### src/core/tbpu_map.svh
// Register offsets, field positions, reset values for the three-bit port
`ifndef TBPU_MAP_SVH
`define TBPU_MAP_SVH
`define TBPU_OFF_PIN_LEVELS 12'h000
`define TBPU_OFF_OUT_LATCH 12'h004
`define TBPU_OFF_DIR_PULLUP 12'h008
`define TBPU_OFF_ANALOG_CFG 12'h00c
`define TBPU_OFF_PMP_CTRL 12'h010
`define TBPU_DIR_E_PU_BIT 6
`define TBPU_DIR_D_PU_BIT 7
`define TBPU_RST_LATCH 3'h0
`define TBPU_RST_DIR 3'h7
`define TBPU_RST_E_PU 1'h0
`define TBPU_RST_D_PU 1'h0
`define TBPU_RST_ANALOG 8'hff
`define TBPU_RST_PMP 1'h0
`endif

### src/core/tbpu_pkg.sv
// Types shared by the three-bit port
package tbpu_pkg;
   typedef enum logic [1:0] {
      TBPU_IDLE,
      TBPU_DATA
   } tbpu_phase_t;
endpackage : tbpu_pkg

### src/core/tbpu_pin_cell.sv
// One port pin: drive select, pull-up gating and digital input path
`timescale 1ns/100ps
module tbpu_pin_cell (
   input wire logic core_clk_i,
   input wire logic rst_i,
   input wire logic latch_i,
   input wire logic dir_in_i,
   input wire logic analog_i,
   input wire logic pu_en_i,
   input wire logic pmp_own_i,
   input wire logic pmp_out_i,
   input wire logic pmp_oe_i,
   input wire logic pad_i,
   output logic pad_o,
   output logic pad_oe_n_o,
   output logic pullup_o,
   output logic level_o,
   output logic pmp_in_o
);
   typedef struct packed {
      logic pad;
      logic oe_n;
      logic pu;
      logic level;
      logic pmp_in;
   } tbpu_cell_t;
   tbpu_cell_t s_q;
   tbpu_cell_t s_d;
   logic drive;
   always_comb begin
      s_d = s_q;
      // Port owns the driver unless the parallel port took the pin
      drive = pmp_own_i ? pmp_oe_i : ~dir_in_i;
      s_d.oe_n = ~drive;
      s_d.pad = pmp_own_i ? pmp_out_i : latch_i;
      s_d.pu = pu_en_i & ~drive;
      // Analog selection blocks the digital path; both consumers see zero
      s_d.level = analog_i ? 1'b0 : pad_i;
      s_d.pmp_in = analog_i ? 1'b0 : pad_i;
   end
   always_ff @(posedge core_clk_i) begin
      if (rst_i) begin
         s_q <= '{pad: 1'b0, oe_n: 1'b1, pu: 1'b0, level: 1'b0, pmp_in: 1'b0};
      end else begin
         s_q <= s_d;
      end
   end
   assign pad_o = s_q.pad;
   assign pad_oe_n_o = s_q.oe_n;
   assign pullup_o = s_q.pu;
   assign level_o = s_q.level;
   assign pmp_in_o = s_q.pmp_in;
endmodule : tbpu_pin_cell

### src/core/tbpu_port.sv
// Three-bit GPIO port with pull-up control, AHB-Lite register slave
//
// Contract
// - The port has three pins, each independently input or output, sampled through a Schmitt input.
// - A pin selected as analog input reads as zero in the pin-level register.
// - Direction one makes the pin an input with driver off; zero drives the latch onto the pin.
// - Direction bits keep controlling the drivers even while pins are analog.
// - After reset all three pins are analog inputs.
// - The output latch is memory mapped and reads back the latch, not the pins.
// - Bit 6 of the direction register enables this port's pull-ups when one.
// - Bit 7 of the direction register enables the neighbour port's pull-ups when one.
// - A pin's pull-up is off whenever that pin is an output.
// - Reset leaves all pull-ups disabled.
// - The digital input path is disabled while a pin is analog.
// - The latch-driven output is unaffected by analog selection.
// - Under parallel port ownership pin 0 is read strobe, pin 1 write strobe, pin 2 byte enable.
// - Unimplemented bits of the port, latch and direction registers read as zero.
//
// Implementation choices: register access over AHB-Lite and the register addresses.
`timescale 1ns/100ps
`include "tbpu_map.svh"
module tbpu_port
   import tbpu_pkg::*;
(
   input wire logic core_clk_i,
   input wire logic rst_i,
   input wire logic hsel_i,
   input wire logic [11:0] haddr_i,
   input wire logic [1:0] htrans_i,
   input wire logic hwrite_i,
   input wire logic [2:0] hsize_i,
   input wire logic [31:0] hwdata_i,
   input wire logic hready_i,
   output logic [31:0] hrdata_o,
   output logic hreadyout_o,
   output logic hresp_o,
   input wire logic [2:0] e_pin_i,
   output logic [2:0] e_pin_o,
   output logic [2:0] e_pin_oe_n_o,
   output logic [2:0] e_pullup_o,
   output logic d_port_pullup_enable_o,
   output logic [7:0] analog_select_o,
   input wire logic parallel_read_strobe_i,
   input wire logic parallel_write_strobe_i,
   input wire logic parallel_byte_enable_i,
   input wire logic parallel_read_oe_i,
   input wire logic parallel_write_oe_i,
   output logic parallel_read_strobe_o,
   output logic parallel_write_strobe_o
);
   // =====================================================================
   // State
   // =====================================================================
   typedef struct packed {
      tbpu_phase_t phase;
      logic [11:0] addr;
      logic wr;
      logic [31:0] rdata;
      logic [2:0] latch;
      logic [2:0] dir;
      logic e_pu;
      logic d_pu;
      logic [7:0] analog;
      logic pmp_own;
   } tbpu_state_t;
   tbpu_state_t s_q;
   tbpu_state_t s_d;
   logic [2:0] level;
   logic [2:0] pmp_in;
   logic [2:0] pmp_out;
   logic [2:0] pmp_oe;
   logic [2:0] pu_lane;

   function automatic logic [31:0] tbpu_read(input tbpu_state_t s, input logic [2:0] lv);
      logic [31:0] r;
      r = 32'h0;
      case (s.addr)
         `TBPU_OFF_PIN_LEVELS: r = {29'h0, lv};
         `TBPU_OFF_OUT_LATCH: r = {29'h0, s.latch};
         `TBPU_OFF_DIR_PULLUP: r = {24'h0, s.d_pu, s.e_pu, 3'h0, s.dir};
         `TBPU_OFF_ANALOG_CFG: r = {24'h0, s.analog};
         `TBPU_OFF_PMP_CTRL: r = {31'h0, s.pmp_own};
         default: r = 32'h0;
      endcase
      return r;
   endfunction : tbpu_read

   // =====================================================================
   // Register slave: zero wait state, always OKAY
   // =====================================================================
   always_comb begin
      s_d = s_q;
      if (s_q.phase == TBPU_DATA && s_q.wr) begin
         case (s_q.addr)
            `TBPU_OFF_PIN_LEVELS: s_d.latch = hwdata_i[2:0];
            `TBPU_OFF_OUT_LATCH: s_d.latch = hwdata_i[2:0];
            `TBPU_OFF_DIR_PULLUP: begin
               s_d.dir = hwdata_i[2:0];
               s_d.e_pu = hwdata_i[`TBPU_DIR_E_PU_BIT];
               s_d.d_pu = hwdata_i[`TBPU_DIR_D_PU_BIT];
            end
            `TBPU_OFF_ANALOG_CFG: s_d.analog = hwdata_i[7:0];
            `TBPU_OFF_PMP_CTRL: s_d.pmp_own = hwdata_i[0];
            default: s_d.pmp_own = s_q.pmp_own;
         endcase
      end
      if (hsel_i && hready_i && htrans_i[1]) begin
         s_d.phase = TBPU_DATA;
         s_d.addr = {haddr_i[11:2], 2'b00};
         s_d.wr = hwrite_i;
         s_d.rdata = 32'h0;
         if (!hwrite_i) begin
            s_d.addr = {haddr_i[11:2], 2'b00};
         end
      end else begin
         s_d.phase = TBPU_IDLE;
      end
      // Read data is captured one cycle early so hrdata comes from a flop
      if (hsel_i && hready_i && htrans_i[1] && !hwrite_i) begin
         s_d.rdata = tbpu_read('{phase: s_q.phase, addr: {haddr_i[11:2], 2'b00},
            wr: 1'b0, rdata: 32'h0, latch: s_d.latch, dir: s_d.dir, e_pu: s_d.e_pu,
            d_pu: s_d.d_pu, analog: s_d.analog, pmp_own: s_d.pmp_own}, level);
      end
   end

   always_ff @(posedge core_clk_i) begin
      if (rst_i) begin
         s_q.phase <= TBPU_IDLE;
         s_q.addr <= 12'h0;
         s_q.wr <= 1'b0;
         s_q.rdata <= 32'h0;
         s_q.latch <= `TBPU_RST_LATCH;
         s_q.dir <= `TBPU_RST_DIR;
         s_q.e_pu <= `TBPU_RST_E_PU;
         s_q.d_pu <= `TBPU_RST_D_PU;
         s_q.analog <= `TBPU_RST_ANALOG;
         s_q.pmp_own <= `TBPU_RST_PMP;
      end else begin
         s_q <= s_d;
      end
   end

   assign hrdata_o = s_q.rdata;
   assign hreadyout_o = 1'b1;
   assign hresp_o = 1'b0;
   assign d_port_pullup_enable_o = s_q.d_pu;
   assign analog_select_o = s_q.analog;

   // =====================================================================
   // Pins: analog channels five to seven sit on bits 7:5 of the config
   // =====================================================================
   assign pmp_out = {parallel_byte_enable_i, parallel_write_strobe_i, parallel_read_strobe_i};
   assign pmp_oe = {1'b1, parallel_write_oe_i, parallel_read_oe_i};

   genvar g;
   generate
      for (g = 0; g < 3; g++) begin : g_pin
         tbpu_pin_cell u_cell (
            .core_clk_i(core_clk_i),
            .rst_i(rst_i),
            .latch_i(s_q.latch[g]),
            .dir_in_i(s_q.dir[g]),
            .analog_i(s_q.analog[5 + g]),
            .pu_en_i(s_q.e_pu),
            .pmp_own_i(s_q.pmp_own),
            .pmp_out_i(pmp_out[g]),
            .pmp_oe_i(pmp_oe[g]),
            .pad_i(e_pin_i[g]),
            .pad_o(e_pin_o[g]),
            .pad_oe_n_o(e_pin_oe_n_o[g]),
            .pullup_o(pu_lane[g]),
            .level_o(level[g]),
            .pmp_in_o(pmp_in[g])
         );
      end
   endgenerate
   assign e_pullup_o = pu_lane;
   assign parallel_read_strobe_o = pmp_in[0];
   assign parallel_write_strobe_o = pmp_in[1];
endmodule : tbpu_port

### config.mk
export PLATFORM = sky130hd
export DESIGN_NAME = tbpu_port
export DESIGN_NICKNAME = d
export VERILOG_FILES = /design/src/core/tbpu_pkg.sv /design/src/core/tbpu_pin_cell.sv /design/src/core/tbpu_port.sv
export VERILOG_INCLUDE_DIRS = /design/src /design/src/core
export SDC_FILE = /design/constraint.sdc
export NUM_CORES = 1
export LEC_CHECK = 0
export ABC_CLOCK_PERIOD_IN_PS = 4150
export BUFFER_PORTS_ARGS = -buffer_cell sky130_fd_sc_hd__buf_2
export CAP_MARGIN = 20
export CELL_PAD_IN_SITES_DETAIL_PLACEMENT = 1
export CELL_PAD_IN_SITES_GLOBAL_PLACEMENT = 2
export CORE_ASPECT_RATIO = 1.2
export CORE_UTILIZATION = 27
export DETAILED_ROUTE_END_ITERATION = 10
export PLACE_DENSITY = 0.91
export SYNTH_ARGS = -nofsm -noshare
export SYNTH_HDL_FRONTEND = slang
export SYNTH_SLANG_ARGS = --single-unit
### constraint.sdc
create_clock -name core_clk_i -period 4.15 [get_ports core_clk_i]
set_input_delay 0.6225 -clock core_clk_i [delete_from_list [all_inputs] [get_ports core_clk_i]]
set_output_delay 0.6225 -clock core_clk_i [all_outputs]
set_load 0.01 [all_outputs]
==> results of run 1 <==
-- final timing paths --
path | slack [ns] | from | cells past startpoint | end
setup / recovery | 1.60 | s_q[58] | 5 | hrdata_o[0]
hold / removal | 0.45 | s_q[57] | 2 | s_q[57]
setup reg to reg | 1.60 | s_q[58] | 5 | hrdata_o[0]
hold reg to reg | 0.45 | s_q[57] | 2 | s_q[57]
-- through the flow --
stage | util (%) | instance area, sq um
2_1_floorplan | - | 2511
3_3_place_gp | 29.30 | 2536
3_5_place_dp | 29.30 | 2536
4_1_cts | 30.35 | 2628
5_1_grt | 30.35 | 2628
6_report | 30.35 | 2628
-- power breakdown --
group	switching, mW	internal (mW)
clock	0.166	0.118
combinational	0.0442	0.0206
sequential	0.00236	0.474
total	0.212	0.613
-- layout by cell type, fill, tap and decap left out, types with 5 or more instances in the layout --
cell type  synthesis  layout
buf_2              3      59
a22oi_1            5       5
clkbuf_8           0       5
nand2b_1           8       8
nor2_1            16      16
mux2i_1            7       7
mux2_2             8       8
a21oi_1           16      16
dfxtp_1           49      49
nor4_1             5       5
conb_1             2      26
nand2_1           33      33
or2_2             10      10
-- kinds of logic after synthesis --
logic type,after synthesis,synth area share [%]
AND/OR/NAND/NOR,99,22.02
other,2,0.3102
flip-flops,49,40.52
AO/OA/AOI/OAI,41,11.47
buffers and inverters,68,18.60
multiplexers,16,7.080
-- area by class of cell --
class | count | area, sq um | area share [%]
clock inverter | 3 | 22.52 | 0.8571
inverter | 3 | 11.26 | 0.4286
timing repair buffer | 62 | 317.8 | 12.10
tap | 117 | 146.4 | 5.571
sequential | 49 | 980.9 | 37.33
clock buffer | 5 | 68.82 | 2.619
multi-input combinational | 182 | 1080 | 41.10
-- per-layer routing --
| layer | wire, um | share of wire, % | track usage (%) | up-vias |
|---|---|---|---|---|
| met2 | 2768 | 50 | 21.10 | 72 |
| met5 | 0 | 0 | 0 | - |
| met3 | 374 | 6.8 | 2.897 | 5 |
| met1 | 2325 | 42 | 15.52 | 872 |
| met4 | 71 | 1.3 | 4.147 | 0 |
| li1 | - | - | - | 911 |
-- state kept, by name, summed over array words and instances, names as in the netlist --
register and flops:
analog_select_o 8, d_port_pullup_enable_o 1, g_pin.u_cell.level_o 3, g_pin.u_cell.pad_o 3, g_pin.u_cell.pad_oe_n_o 3, g_pin.u_cell.pullup_o 3, hrdata_o 8, s_q 20
-- worst max-delay path, cell delays in order (launching register included) --
cell	delay [ns]
dfxtp_1	0.32
or4_1	0.70
or4_1	0.74
mux2i_1	0.21
o31a_1	0.33
a311oi_2	0.18
==> results.toml, run 1 <==
[power_and_ir_drop]
cellPowerDensity_nw_per_um2 = 314.0
vdd_drop_max_uv = 129.7
p_leak_nw = 1.059
fin_total_pwr_mw = 0.8251

[detailed_routing]
ant_nets = 0
vias = 1860
drc = 0
totalWireLength_mm = 5.539
via_per_inst = 4.418
initialDrtViolationCount = 59
wl_per_cell_um = 13.16
drtPass1Iterations = 5

[worst_setup_path]
startpoint_type = "flip-flop"
crit_path_max_fanout = 8
cp.arrival_ns = 2.77
required_ns = 4.37
worst-setup-path-type = "flip-flop to flip-flop"
endpoint_kind = "flip-flop"

[finish]
diodes = 0
final_nets = 365
layout-area-overhead-vs-synth_pct = 8.527
num-fill-cells = 1056
drive_above_1_share_pct = 30.92
stdcell_count = 421

[placed_design]
post-place-ws_ns = 1.601
io_buffers = 59
dpl.hpwl_mm = 4.143
gp_congestion = 0.7601
place_inst = 413

[synth]
synth_edf_count = 0
ys_ff_latch = 49
seq_area_frac_synth_pct = 40.52
syn-cell-area_sq_um = 2421
yosys-top-cells-count = "51 x buf_4, 49 x dfxtp_1, 33 x nand2_1"
synth_top_area_cell = "dfxtp_1"
synth_area_leaders = "dfxtp_1 41%, buf_4 16%, nand2_1 5.1%"
synth_top_area_share_pct = 40.52
synth-warning-count = 0
avgSynthCellArea_sq_um = 8.804
ys.flop_type = "dfxtp_1"
ys_types = 37
synthCells = 275
synth_most_common_cell = "buf_4"
synthArstFlopShare_pct = 0

[global_routing]
grt_pass1_wl_mm = 8.997
antenna_found_initial = 0
grt_max_degree = 48
gr-total-overflow = 0
grt_usage_pct = 12.56
grt_pass1_vias = 1785

[cts]
clock_sinks = 49
cts_buffers = 5
clock_latency_ns = 0.30
cts_max_level = 2
root_buffer = "clkbuf_8"
tritoncts = "done"
cts_buffer_depth = 2
ctsHoldBuffers = 0
post_cts_buffers = 0
cts_resized = 0
clk_pin_slew_ns = 0.09

[worst_hold_path]
hold_class = "flip-flop to flip-flop"

[die]
start_util_pct = 27.97
ioPinCount = 116
die_w_um = 88.45
fp.dieH_um = 105.7
core-area_sq_um = 8657
num_rows = 37
die-area_sq_um = 9351

[timing]
hold_viol = 0
finalCritPeriodShare_pct = 61.56
rsz0062_at_grt = "false"
fin_tns_setup_ns = 0
period_needed_ns = 2.555
max_slew_margin_pct = 45.87
holdWs_ns = 0.4520
timing.fmax_ghz = 0.3914
worst_pin_slew_ns = 0.8120
skew_ns = 0.005487
setup_viol = 0
setup_ws_ns = 1.595
slew_violations = 0

[run]
drv_cap = 0

[run_status]
status = "completed"
Note: power is estimated with default switching activity, not from simulation.
==> run 2, diff against run 1 <==
--- a/config.mk
+++ b/config.mk
@@ -6,15 +6,16 @@
 export SDC_FILE = /design/constraint.sdc
 export NUM_CORES = 1
 export LEC_CHECK = 0
-export ABC_CLOCK_PERIOD_IN_PS = 4150
+export ABC_AREA = 1
+export ABC_CLOCK_PERIOD_IN_PS = 2060
 export BUFFER_PORTS_ARGS = -buffer_cell sky130_fd_sc_hd__buf_2
 export CAP_MARGIN = 20
 export CELL_PAD_IN_SITES_DETAIL_PLACEMENT = 1
 export CELL_PAD_IN_SITES_GLOBAL_PLACEMENT = 2
 export CORE_ASPECT_RATIO = 1.2
-export CORE_UTILIZATION = 27
+export CORE_UTILIZATION = 22
 export DETAILED_ROUTE_END_ITERATION = 10
-export PLACE_DENSITY = 0.91
+export PLACE_DENSITY = 0.83
 export SYNTH_ARGS = -nofsm -noshare
 export SYNTH_HDL_FRONTEND = slang
 export SYNTH_SLANG_ARGS = --single-unit
==> constraint.sdc (replaced) <==
create_clock -name core_clk_i -period 2.06 [get_ports core_clk_i]
set_input_delay 0.309 -clock core_clk_i [delete_from_list [all_inputs] [get_ports core_clk_i]]
set_output_delay 0.309 -clock core_clk_i [all_outputs]
set_load 0.01 [all_outputs]
==> results.toml, run 2 <==
[run_status]
status = "completed"

[detailed_routing]
drc = 0
wl_met3_um = 357
m1WireLength_mm = 2.875
via_per_inst = 4.023
ant_nets = 0
wl_per_cell_um = 12.12
top_layer = "met4"
dr_wl_met2_mm = 3.211
drtPass1Iterations = 4
initialDrtViolationCount = 68
totalWireLength_mm = 6.450
vias = 2140

[finish]
diodes = 0
num-fill-cells = 1381
top_register = "s_q"
final_cell_mix = "73 x nand2_1, 59 x buf_2, 49 x dfxtp_1"
mostFrequentLayoutCell = "nand2_1"
drive_above_1_share_pct = 24.07
layout-area-overhead-vs-synth_pct = 12.94
largest_register_ffs = 20
final_nets = 439
final_core_util_pct = 25.62

[synth]
syn-cell-area_sq_um = 2515
ys.flop_type = "dfxtp_1"
seq_area_frac_synth_pct = 39.00
synth_most_common_cell = "nand2_1"
synthArstFlopShare_pct = 0
ys_types = 32
synth-compound-area-share_pct = 9.204
synth_top_area_share_pct = 39.00
yosys.area_share.adder_pct = 0
synth_area_leaders = "dfxtp_1 39%, buf_4 16%, nand2_1 11%"
synthCells = 342
synth_xor_area_share_pct = 0
avgSynthCellArea_sq_um = 7.354
synth_top_area_cell = "dfxtp_1"
ys_ff_latch = 49
synth_top_family_by_area = "simple AND/OR/NAND/NOR gates"
synth_simple_gate_area_share_pct = 29.05
synth.area.mux_share_pct = 1.194
synth-warning-count = 0
yosys-top-cells-count = "73 x nand2_1, 52 x buf_4, 49 x dfxtp_1"
synth_edf_count = 0

[cts]
root_buffer = "clkbuf_16"
clock_latency_ns = 0.29
cts_resized = 0
cts_buffers = 5
clock_sinks = 49
cts_max_level = 2
post_cts_buffers = 0
cts_buffer_depth = 2
clk_pin_slew_ns = 0.07
ctsHoldBuffers = 0
tritoncts = "done"

[die]
fp.dieH_um = 119.1
die_w_um = 99.60
start_util_pct = 22.68
num_rows = 42
ioPinCount = 116
core-area_sq_um = 11090
die-area_sq_um = 11860

[timing]
hold_viol = 0
rsz0062_at_grt = "false"
timing.fmax_ghz = 0.6283
finalCritPeriodShare_pct = 77.27
holdWs_ns = 0.2350
setup_viol = 0
slew_violations = 0
skew_ns = 0.008950
fin_tns_setup_ns = 0
period_needed_ns = 1.592

[worst_setup_path]
crit_path_start = "s_q[61]"
required_ns = 2.23
r2r_start = "s_q[61]"
endpoint_kind = "flip-flop"
cp.arrival_ns = 1.76
crit_path_max_fanout = 7
startpoint_type = "flip-flop"
worst-setup-path-type = "flip-flop to flip-flop"

[power_and_ir_drop]
cellPowerDensity_nw_per_um2 = 693.3
p_leak_nw = 1.343
vdd_drop_max_uv = 290.7

[global_routing]
antenna_found_initial = 0
grt_pass1_wl_mm = 10.70
grt_pass1_vias = 2245
grt_max_degree = 27
gr-total-overflow = 0
grt_usage_pct = 11.51

[placed_design]
gp_congestion = 0.7457
io_buffers = 59
dpl.hpwl_mm = 5.152

[worst_hold_path]
hp-start = "e_pin_i[2]"
hold_class = "primary input to flip-flop"

[run]
drv_cap = 0
run 2: cell count changes in the layout (fill, tap and decap cells not counted), moves of 7 or more:
cell and change:
o21ai_0 +10, nand2b_1 -8, nand2_1 +40, or2_2 -10, nor2_1 +15, nand2_2 +7
inv_1 +25, mux2_2 -8, nand3_1 +19
run 2: layout make-up:
type | instances | area [sq um] | share of cell area (%)
clock inverter | 3 | 25.02 | 0.8811
clock buffer | 5 | 125.1 | 4.405
tap | 154 | 192.7 | 6.784
timing repair buffer | 62 | 317.8 | 11.19
inverter | 29 | 108.9 | 3.833
multi-input combinational | 230 | 1090 | 38.37
sequential | 49 | 980.9 | 34.54
run 2: critical path, cell delays in order (launching register included):
cell     delay (ns)
dfxtp_1        0.31
inv_1          0.08
nand2_1        0.12
nor2_4         0.23
buf_4          0.20
nand3_1        0.10
nand3_1        0.10
nand2_1        0.08
o21ai_1        0.16
a21oi_1        0.08
run 2: kinds of logic after synthesis:
logic type / after synthesis
DFF: 49
muxes: 3
buffers and inverters: 87
and+or+nand+nor: 159
AOI/OAI and AO/OA: 42
other: 2
run 2: worst paths after layout:
check / slack [ns] / cells past startpoint / end
worst max register to register: 0.47 / 9 / hrdata_o[1]
worst min-delay path: 0.23 / 3 / g_pin[2].u_cell.level_o
worst min register to register: 0.44 / 1 / g_pin[0].u_cell.level_o
worst max-delay path: 0.47 / 9 / hrdata_o[1]
run 2: per-layer routing:
| metal | vias to the layer above | global-route usage (%) |
|---|---|---|
| met5 | - | 0 |
| met4 | 0 | 2.206 |
| met3 | 2 | 2.876 |
| met2 | 66 | 20.70 |
| met1 | 996 | 13.77 |
| li1 | 1076 | - |
run 2: power by group:
| part | switching (mW) | internal [mW] |
|---|---|---|
| logic | 0.112 | 0.0477 |
| registers | 0.00685 | 0.957 |
| clock network | 0.386 | 0.459 |
| total | 0.505 | 1.46 |
run 2: per-stage QoR:
stage	worst slack, ns	cells	power, mW	cell area, sq um
6_report	0.4683	532	1.969	2840
5_1_grt	0.2837	532	2.053	2840
4_1_cts	0.4230	532	1.995	2840
3_5_place_dp	0.3302	524	1.148	2690
3_3_place_gp	0.3635	524	1.143	2690
2_1_floorplan	0.7460	366	1.127	2605
